`src/lcdid_pkg.sv`:
```
/*
  Shared constants for the character LCD instruction decoder: register
  offsets, field positions, reset values, opcodes and execution times.
  Assumes a 250 MHz system clock and a nominal 69 kHz display oscillator.
*/
package lcdid_pkg;
  // Clock and execution times (ns at the nominal oscillator rate).
  localparam int CLK_MHZ       = 250;
  localparam int EXEC_STD_NS   = 217000;
  localparam int EXEC_SHIFT_NS = 290000;
  localparam int EXEC_CLEAR_NS = 1380000;
  localparam int EXEC_STD_CYC   = (EXEC_STD_NS * CLK_MHZ + 999) / 1000;
  localparam int EXEC_SHIFT_CYC = (EXEC_SHIFT_NS * CLK_MHZ + 999) / 1000;
  localparam int EXEC_CLEAR_CYC = (EXEC_CLEAR_NS * CLK_MHZ + 999) / 1000;
  localparam int CNT_W          = 20;

  // APB register byte offsets.
  localparam logic [11:0] OFF_XFER   = 12'h000;
  localparam logic [11:0] OFF_STATUS = 12'h004;
  localparam logic [11:0] OFF_RDATA  = 12'h008;
  localparam logic [11:0] OFF_HOLD   = 12'h00c;

  // Transfer register fields.
  localparam int XFER_RS_BIT = 16;
  localparam int XFER_RW_BIT = 17;
  localparam int XFER_TS_BIT = 18;

  // Status register fields.
  localparam int ST_BUSY_BIT  = 0;
  localparam int ST_INC_BIT   = 1;
  localparam int ST_SHIFT_BIT = 2;
  localparam int ST_TEST_BIT  = 3;
  localparam int ST_DROP_BIT  = 4;
  localparam int ST_CG_BIT    = 5;
  localparam int ST_AC_LSB    = 8;
  localparam int ST_OFS_LSB   = 16;
  localparam int ST_DISP_LSB  = 20;

  // Memory layout and reset values.
  localparam int          DD_DEPTH   = 16;
  localparam int          CG_DEPTH   = 48;
  localparam logic [5:0]  CG_LAST    = 6'h2f;
  localparam logic [7:0]  SPACE_CODE = 8'h20;
  localparam logic [2:0]  DISP_RST   = 3'h0;
  localparam logic [3:0]  RATE_RST   = 4'h0;

  // Decoded transfer classes.
  typedef enum logic [3:0] {
    OP_NONE = 4'b0000, OP_TEST = 4'b0001, OP_CLEAR = 4'b0010,
    OP_HOME = 4'b0011, OP_ENTRY = 4'b0100, OP_DISP = 4'b0101,
    OP_SHIFT = 4'b0110, OP_RATE = 4'b0111, OP_SETDD = 4'b1000,
    OP_SETCG = 4'b1001, OP_WRRAM = 4'b1010, OP_WRPORT = 4'b1011,
    OP_RDIN = 4'b1100, OP_RDKEY = 4'b1101, OP_RDBUSY = 4'b1110,
    OP_RDRAM = 4'b1111
  } lcdid_op_t;

  typedef enum logic {
    ST_IDLE = 1'b0,
    ST_EXEC = 1'b1
  } lcdid_state_t;
endpackage

```
`src/lcdid_decoder.sv`:
```
/*
  Instruction decoder and executor for a character LCD controller: each accepted host
  transfer posted over APB is classified, run and kept busy for its time.
  Assumes a synchronous active-high reset and a 250 MHz clock.
*/
// Notes on behaviour
// - Latch instructions and data into holding registers
// - Three select bits choose the transfer type
// - Instruction chosen by highest one in D6..D0, none when it is D5; with D7 set, D6 picks CG or DD
// - Execution times 217us, 290us, 1.38ms or zero
// - All-zero low byte enters maker test mode
// - Clear display when D0 alone, 1.38ms
// - Clear fills spaces, zeroes counter, sets increment
// - Clear returns cursor to leftmost position
// - Clear keeps shift flag, user and icon RAM
// - Return home zeroes the address counter
// - Return home cancels display shift
// - Return home leaves display RAM untouched
// - Display state changes only on accepted transfer or reset
// - Counter steps by entry direction per access
`timescale 1ns/1ps
`default_nettype none
module lcdid_decoder
  import lcdid_pkg::*;
#(
  parameter int STD_CYC   = EXEC_STD_CYC,
  parameter int SHIFT_CYC = EXEC_SHIFT_CYC,
  parameter int CLEAR_CYC = EXEC_CLEAR_CYC
)(
  // Clock and reset.
  input  wire logic        clock,
  input  wire logic        rst,
  // APB slave.
  input  wire logic        psel,
  input  wire logic        penable,
  input  wire logic        pwrite,
  input  wire logic [11:0] paddr,
  input  wire logic [31:0] pwdata,
  output logic [31:0]      prdata,
  output logic             pready,
  output logic             pslverr,
  // Sensed inputs.
  input  wire logic [7:0]  input_port_pins,
  input  wire logic [11:0] key_data,
  // Display state.
  output logic             busy_flag,
  output logic [5:0]       address_counter,
  output logic [3:0]       display_shift,
  output logic [2:0]       display_ctrl,
  output logic [3:0]       sample_rate,
  output logic [5:0]       port_out,
  output logic [1:0]       port_pattern,
  output logic             test_mode
);
  lcdid_state_t     state_reg, state_next;
  logic [CNT_W-1:0] count_reg, count_next;
  logic [15:0]      instr_reg, instr_next, data_reg, data_next;
  logic [15:0]      rdata_reg, rdata_next;
  logic [31:0]      prdata_reg, prdata_next;
  logic [5:0]       ac_reg, ac_next;
  logic             cg_reg, cg_next;
  logic             inc_reg, inc_next;
  logic             shift_reg, shift_next;
  logic [3:0]       ofs_reg, ofs_next;
  logic [2:0]       disp_reg, disp_next;
  logic [3:0]       rate_reg, rate_next;
  logic [5:0]       port_reg, port_next;
  logic [1:0]       pat_reg, pat_next;
  logic             test_reg, test_next;
  logic             drop_reg, drop_next;
  logic [7:0]       dd_mem [DD_DEPTH], dd_next [DD_DEPTH];
  logic [4:0]       cg_mem [CG_DEPTH], cg_next_m [CG_DEPTH];
  lcdid_op_t        op;
  logic [15:0]      word;
  logic             xfer_wr, accept, mapped, drop_clr;
  logic [CNT_W-1:0] exec_cyc;
  logic [5:0]       ac_stepped;
  // Counter step wraps inside the display RAM or the user/icon RAM span.
  function automatic logic [5:0] ac_step(input logic [5:0] ac, input logic cg, input logic up);
    logic [5:0] r;
    if (!cg)
      r = {2'b00, up ? ac[3:0] + 4'h1 : ac[3:0] - 4'h1};
    else if (up)
      r = (ac >= CG_LAST) ? 6'h00 : ac + 6'h01;
    else
      r = (ac == 6'h00) ? CG_LAST : ac - 6'h01;
    return r;
  endfunction
  // The transfer register is the host link; select bits pick the class.
  // A status read clears the drop flag, but a new drop in that cycle wins.
  assign word     = pwdata[15:0];
  assign xfer_wr  = psel && penable && pwrite && (paddr == OFF_XFER);
  assign drop_clr = psel && penable && !pwrite && (paddr == OFF_STATUS);
  // Classify the posted transfer.
  always_comb
  begin
    op = OP_NONE;
    case ({pwdata[XFER_TS_BIT], pwdata[XFER_RW_BIT], pwdata[XFER_RS_BIT]})
      3'b000:
        casez (word[7:0])
          8'b00000000: op = OP_TEST;
          8'b00000001: op = OP_CLEAR;
          8'b0000001?: op = OP_HOME;
          8'b000001??: op = OP_ENTRY;
          8'b00001???: op = OP_DISP;
          8'b0001????: op = OP_SHIFT;
          8'b01??????: op = OP_RATE;
          8'b10??????: op = OP_SETDD;
          8'b11??????: op = OP_SETCG;
          default:     op = OP_NONE;
        endcase
      3'b001:  op = word[9] ? OP_WRPORT : OP_WRRAM;
      3'b010:  op = OP_RDIN;
      3'b011:  op = OP_RDKEY;
      3'b110:  op = OP_RDBUSY;
      3'b111:  op = OP_RDRAM;
      default: op = OP_NONE;
    endcase
  end
  // Execution time per class; zero-time reads never raise busy.
  always_comb
  begin
    case (op)
      OP_CLEAR:          exec_cyc = CNT_W'(CLEAR_CYC);
      OP_SHIFT, OP_RDRAM: exec_cyc = CNT_W'(SHIFT_CYC);
      OP_RDIN, OP_RDKEY, OP_RDBUSY, OP_WRPORT, OP_NONE: exec_cyc = '0;
      default:           exec_cyc = CNT_W'(STD_CYC);
    endcase
  end
  // Zero-time transfers pass while busy; the rest are dropped to guard state.
  assign accept = xfer_wr && ((state_reg == ST_IDLE) || (exec_cyc == '0));
  assign ac_stepped = ac_step(ac_reg, cg_reg, inc_reg);
  // Instruction execution: every change of display state stems from here.
  always_comb
  begin
    state_next = state_reg;
    count_next = count_reg;
    instr_next = instr_reg;
    data_next  = data_reg;
    rdata_next = rdata_reg;
    ac_next    = ac_reg;
    cg_next    = cg_reg;
    inc_next   = inc_reg;
    shift_next = shift_reg;
    ofs_next   = ofs_reg;
    disp_next  = disp_reg;
    rate_next  = rate_reg;
    port_next  = port_reg;
    pat_next   = pat_reg;
    test_next  = test_reg;
    drop_next  = drop_reg && !drop_clr;
    dd_next    = dd_mem;
    cg_next_m  = cg_mem;
    if (state_reg == ST_EXEC)
    begin
      if (count_reg <= CNT_W'(1))
        state_next = ST_IDLE;
      count_next = count_reg - CNT_W'(1);
    end
    if (xfer_wr && !accept)
      drop_next = 1'b1;
    if (accept)
    begin
      if (exec_cyc != '0)
      begin
        state_next = ST_EXEC;
        count_next = exec_cyc;
      end
      if (!pwdata[XFER_RS_BIT] && !pwdata[XFER_RW_BIT])
        instr_next = word;
      else if (!pwdata[XFER_RW_BIT])
        data_next = word;
      case (op)
        OP_TEST: test_next = 1'b1;
        OP_CLEAR:
        begin
          for (int i = 0; i < DD_DEPTH; i++)
            dd_next[i] = SPACE_CODE;
          ac_next  = 6'h00;
          cg_next  = 1'b0;
          inc_next = 1'b1;
          ofs_next = 4'h0;
        end
        OP_HOME:
        begin
          ac_next  = 6'h00;
          cg_next  = 1'b0;
          ofs_next = 4'h0;
        end
        OP_ENTRY:
        begin
          inc_next   = word[1];
          shift_next = word[0];
        end
        OP_DISP:   disp_next = word[2:0];
        OP_SHIFT:
        begin
          if (word[3])
            ofs_next = word[2] ? ofs_reg - 4'h1 : ofs_reg + 4'h1;
          else
            ac_next = ac_step(ac_reg, cg_reg, word[2]);
        end
        OP_RATE:   rate_next = word[5:2];
        OP_SETDD:
        begin
          ac_next = {2'b00, word[3:0]};
          cg_next = 1'b0;
        end
        OP_SETCG:
        begin
          ac_next = (word[5:0] > CG_LAST) ? CG_LAST : word[5:0];
          cg_next = 1'b1;
        end
        OP_WRRAM:
        begin
          if (cg_reg)
            cg_next_m[ac_reg] = word[4:0];
          else
          begin
            dd_next[ac_reg[3:0]] = word[7:0];
            if (shift_reg)
              ofs_next = inc_reg ? ofs_reg + 4'h1 : ofs_reg - 4'h1;
          end
          ac_next = ac_stepped;
        end
        OP_WRPORT:
        begin
          port_next = word[5:0];
          pat_next  = word[8:7];
        end
        OP_RDIN:   rdata_next = {8'h00, input_port_pins};
        OP_RDKEY:  rdata_next = {4'h0, key_data};
        OP_RDBUSY: rdata_next = {9'h000, state_reg == ST_EXEC, ac_reg};
        OP_RDRAM:
        begin
          rdata_next = cg_reg ? {11'h000, cg_mem[ac_reg]}
                              : {8'h00, dd_mem[ac_reg[3:0]]};
          ac_next    = ac_stepped;
        end
        default: ;
      endcase
    end
  end
  // APB read data is captured in the setup cycle, so pready can stay high.
  always_comb
  begin
    mapped      = 1'b1;
    prdata_next = prdata_reg;
    if (paddr == OFF_XFER)
      prdata_next = {16'h0000, instr_reg};
    else if (paddr == OFF_STATUS)
    begin
      prdata_next = 32'h0000_0000;
      prdata_next[ST_BUSY_BIT]  = state_reg == ST_EXEC;
      prdata_next[ST_INC_BIT]   = inc_reg;
      prdata_next[ST_SHIFT_BIT] = shift_reg;
      prdata_next[ST_TEST_BIT]  = test_reg;
      prdata_next[ST_DROP_BIT]  = drop_reg;
      prdata_next[ST_CG_BIT]    = cg_reg;
      prdata_next[ST_AC_LSB +: 6]   = ac_reg;
      prdata_next[ST_OFS_LSB +: 4]  = ofs_reg;
      prdata_next[ST_DISP_LSB +: 3] = disp_reg;
    end
    else if (paddr == OFF_RDATA)
      prdata_next = {16'h0000, rdata_reg};
    else if (paddr == OFF_HOLD)
      prdata_next = {16'h0000, data_reg};
    else
    begin
      mapped      = 1'b0;
      prdata_next = 32'h0000_0000;
    end
    if (!(psel && !penable && !pwrite))
      prdata_next = prdata_reg;
  end
  // State registers.
  always_ff @(posedge clock)
  begin
    if (rst)
    begin
      state_reg  <= ST_IDLE;
      count_reg  <= '0;
      instr_reg  <= 16'h0000;
      data_reg   <= 16'h0000;
      rdata_reg  <= 16'h0000;
      prdata_reg <= 32'h0000_0000;
      ac_reg     <= 6'h00;
      cg_reg     <= 1'b0;
      inc_reg    <= 1'b1;
      shift_reg  <= 1'b0;
      ofs_reg    <= 4'h0;
      disp_reg   <= DISP_RST;
      rate_reg   <= RATE_RST;
      port_reg   <= 6'h00;
      pat_reg    <= 2'b00;
      test_reg   <= 1'b0;
      drop_reg   <= 1'b0;
      dd_mem     <= '{default: SPACE_CODE};
      cg_mem     <= '{default: 5'h00};
    end
    else
    begin
      state_reg  <= state_next;
      count_reg  <= count_next;
      instr_reg  <= instr_next;
      data_reg   <= data_next;
      rdata_reg  <= rdata_next;
      prdata_reg <= prdata_next;
      ac_reg     <= ac_next;
      cg_reg     <= cg_next;
      inc_reg    <= inc_next;
      shift_reg  <= shift_next;
      ofs_reg    <= ofs_next;
      disp_reg   <= disp_next;
      rate_reg   <= rate_next;
      port_reg   <= port_next;
      pat_reg    <= pat_next;
      test_reg   <= test_next;
      drop_reg   <= drop_next;
      dd_mem     <= dd_next;
      cg_mem     <= cg_next_m;
    end
  end
  // Outputs.
  assign prdata          = prdata_reg;
  assign pready          = 1'b1;
  assign pslverr         = psel && penable && !mapped;
  assign busy_flag       = state_reg == ST_EXEC;
  assign address_counter = ac_reg;
  assign display_shift   = ofs_reg;
  assign display_ctrl    = disp_reg;
  assign sample_rate     = rate_reg;
  assign port_out        = port_reg;
  assign port_pattern    = pat_reg;
  assign test_mode       = test_reg;

endmodule
`default_nettype wire

```
`config.mk`:
```
export PLATFORM = sky130hd
export DESIGN_NAME = lcdid_decoder
export DESIGN_NICKNAME = d
export VERILOG_FILES = /design/src/lcdid_pkg.sv /design/src/lcdid_decoder.sv
export SDC_FILE = /design/constraint.sdc
export NUM_CORES = 1
export LEC_CHECK = 0
export BUFFER_PORTS_ARGS = -buffer_cell sky130_fd_sc_hd__buf_2
export CELL_PAD_IN_SITES_DETAIL_PLACEMENT = 1
export CELL_PAD_IN_SITES_GLOBAL_PLACEMENT = 2
export CORE_AREA = 4 4 239 241
export CTS_CLUSTER_DIAMETER = 200
export CTS_CLUSTER_SIZE = 40
export DETAILED_ROUTE_END_ITERATION = 8
export DIE_AREA = 0 0 243 245
export PLACE_DENSITY_LB_ADDON = 0.12
export SLEW_MARGIN = 20
export SYNTH_ARGS = -nofsm -noshare
export SYNTH_HDL_FRONTEND = slang
export SYNTH_SLANG_ARGS = --single-unit
```
`constraint.sdc`:
```
create_clock -name clock -period 8.07 [get_ports clock]
set_clock_uncertainty 0.05 [all_clocks]
set_input_delay 1.614 -clock clock [delete_from_list [all_inputs] [get_ports clock]]
set_output_delay 1.614 -clock clock [all_outputs]
set_load 0.05 [all_outputs]
```
==> metrics.md <==
| Metric | Value |
|---|---|
| Post-Route WL | 81.5 mm |
| Fin crit period | 4.88 ns |
| Mapped cell area | 23,000 um2 |
| Levels on crit path | 9 |
| R2R depth | 8 |
| Slew HR | 24.5% |
| CP Launch Type | primary input |
| Met2 Track Usage GR | 45.8% |
| Drt initial violations | 1,305 |
| Setup_tns | 0 ns |
| Hold Path Class | flip-flop to flip-flop |
| Arrival time of the worst setup path | 5.33 ns |
| Top Ports | 130 |
| Gates resized, CTS repair | 0 |
| Routed vias/inst | 6.10 |
| Worst path max stage delay | 0.78 ns |
| Filler cell count in the final layout | 6,218 |
| Die Width | 243 um |
| Buffer depth of the longest clock path | 3 |
| Die area | 59,500 um2 |
| Critical Path End | dd_mem[86] |
| Yosys top cell area share | 42.4% |
| Final setup viols | 0 |
| Mapped Cells | 2,408 |
| Hold path depth | 2 |
| Drt wl/cell | 26.5 um |
| Area leader, netlist | dfxtp_1 |
| Kind of critical path | primary input to flip-flop |
| PwrDens | 155 nW/um2 |
| Post-synth EDFFs | 0 |
| Row cnt | 86 |
| Initial antenna violation count | 1 |
| Leakage | 8.44 nW |
| Gr busiest metal | met2 |
| Synth top area cells | dfxtp_1 42%, mux2i_1 14%, nor2_1 6.3%, o2bb2ai_1 3.9%, mux4_2 2.8% |
| Max-Cap Viols | 0 |
| RSZ-0062 raised after global routing | no |
| Fin cells | 3,077 |
| Routing usage on met3 | 2.44% |
| Avg Inst Size Synth | 9.53 um2 |
| Post-synth cell types | 86 |
| Largest net degree at the start of global routing | 113 |
| Core area | 54,900 um2 |
| Syn-to-layout area delta | 5.83% |
| Tot Pwr | 3.76 mW |
| Final antenna-violating net count | 0 |
| M1 GR Usage | 35.9% |
| Worst-path clk slew | 0.15 ns |
| IO buf count | 106 |
| Reg area | 9740 um2 |
| Number of global-route vias before repair | 19,237 |
| Clk root buf | clkbuf_16 |
| CTS tree | yes |
| Register area share after synthesis | 42.4% |
| Final-report hold violation count | 0 |
| Reg2reg setup slack | 4.11 ns |
| Yosys warns | 0 |
| Setup Buffers After CTS | 0 |
| Hold-fix buffer count after cts | 0 |
| Worst-Margin Slew | 1.13 ns |
| Critical-path cell list | buf_2 > buf_4 > or4_1 > o221ai_2 > a221o_2 > nand4_2 > nor2_1 > nand2_1 > o2bb2ai_1 |
| WP data required | 8.52 ns |
| Bufs and invs on worst path | 2 |
| Clk sinks | 486 |
| Worst flop-to-flop path startpoint | address_counter[2] |
| Hold slack | 0.413 ns |
| Layout cells sized above 1 | 13.5% |
| Footprint of the multi-input gates | 12,200 um2 |
| HP Start | dd_mem[77] |
| Drt pass-1 iters | 5 |
| H-tree levels | 1 |
| Pre-CTS worst setup slack | 2.54 ns |
| Hpwl dp | 54.1 mm |
| RR Endpoint | rdata_reg[3] |
| Via count | 18,768 |
| Peak Freq | 0.205 GHz |
| Ys flop type | dfxtp_1 |
| Initial Util | 41.8% |
| First-pass GRT wire length | 124 mm |
| CTS Buf Count | 16 |
| Final GP Congestion | 0.872 |
| Peak supply drop | 0.000128 V |
| CP max-delay cell | or4_1 |
| Placed insts | 3,056 |
| Final period util | 60.5% |
| Final slew viol count | 0 |
| Worst-skew pair later-pin latency | 0.57 ns |
| Die Ht | 245 um |
| Final Worst Setup Slack | 3.19 ns |
| Drt drc | 0 |
| Synth Register Bits | 486 |
| Status | finished, final reports clean |
| Worst setup path startpoint | pwdata[3] |
| Max FFs per register | 240 |
| Post-synth ARST share | 0% |
| Worst-path fanout max | 59 |
| Crit. End Element | flip-flop |
| Total gr overflow | 0 |
| GRT Util Overall | 26.5% |
| Nets | 2,448 |
| Top delay family on crit path | simple AND/OR/NAND/NOR gates |
==> routing by layer <==
| metal | part of all wire [%] | wire length (um) | up-vias |
|---|---|---|---|
| met4 | 2.8 | 2250 | 0 |
| met2 | 48 | 39500 | 439 |
| met3 | 4.1 | 3310 | 93 |
| li1 | - | - | 8622 |
| met1 | 45 | 36500 | 9614 |
| met5 | 0 | 0 | - |
==> power breakdown <==
| group | switching [mW] | internal (mW) | leakage (nW) |
|---|---|---|---|
| clock | 0.778 | 0.393 | 0.222 |
| sequential | 0.00000351 | 2.40 | 3.92 |
| combinational | 0.152 | 0.0386 | 4.30 |
==> final cells by class <==
type,instances,area share (%)
Clock inverter,1,0.124
Sequential cell,486,40.1
Tap cell,704,3.63
Antenna cell,2,0.0206
Clock buffer,18,1.77
Timing Repair Buffer,141,3.37
Multi-Input combinational cell,1674,50.2
Inverter,51,0.788
==> placed cells by master (no fill, tap or decap), types with 21 or more instances in the layout <==
master / count
buf_4: 33
mux2_2: 34
a21oi_1: 72
a22oi_1: 21
dfxtp_1: 482
nand3_1: 27
mux4_2: 29
nor2_1: 385
nor3_1: 35
mux2i_1: 322
o21ai_0: 46
o22ai_1: 54
inv_1: 48
buf_2: 105
o2bb2ai_1: 103
nand2_1: 141
nor3_4: 40
==> worst register-to-register path, cell delays in order, from the launching register on <==
cell and delay [ns]:
dfxtp_4 0.38, buf_4 0.61, or3_1 0.68, buf_4 0.41, o22ai_1 0.16, or4_1 0.44
a311oi_1 0.59, a211oi_1 0.20, o41ai_1 0.33
==> through the flow <==
step / cell area, um2 / util (%)
4_1_cts: 24300 / 44.2
3_3_place_gp: 23800 / 43.4
5_1_grt: 24300 / 44.3
2_1_floorplan: 23000 / -
3_5_place_dp: 23800 / 43.4
6_report: 24300 / 44.3
==> kinds of logic after synthesis <==
group           synth area share, %
simple gates                   17.2
flops                          42.4
compound gates                 15.7
mux                            18.6
buf+inv                        4.79
xor+xnor                      0.801
fa+ha+maj                     0.491
other cells                  0.0327
==> synthesized netlist by cell type (7+ instances only) <==
master	instances
nor2_1	385
or2_2	8
a22o_1	7
nand4_1	11
and3_1	12
buf_1	38
nand2b_1	10
nor3_2	8
xor2_1	9
a211oi_1	7
o2bb2ai_1	103
o32ai_1	18
a31oi_1	8
o221ai_1	17
or4_1	7
o211ai_1	7
buf_2	38
clkbuf_1	112
nor3_4	40
dfxtp_1	486
a221o_1	7
a32oi_1	19
nor3b_1	15
a21oi_2	15
and2_1	8
a221oi_1	17
or3_1	8
mux2_2	34
nor2b_1	13
mux4_2	29
inv_1	48
nand3_1	28
xnor2_1	12
a22oi_1	21
o21ai_0	46
mux2i_1	322
ha_1	9
a21oi_1	72
buf_4	10
buf_6	7
o22ai_1	54
nor4_1	15
nor3_1	36
nand2_1	141
==> how the worst min path moves through the flow <==
stage,endpoint,slack [ns]
floorplan,dd_mem[85],0.37
global placement,dd_mem[29],0.38
detailed placement,dd_mem[49],0.39
CTS,rdata_reg[6],0.42
global route,dd_mem[21],0.44
finish,dd_mem[77],0.41
Note: power is estimated with default switching activity, not from simulation.
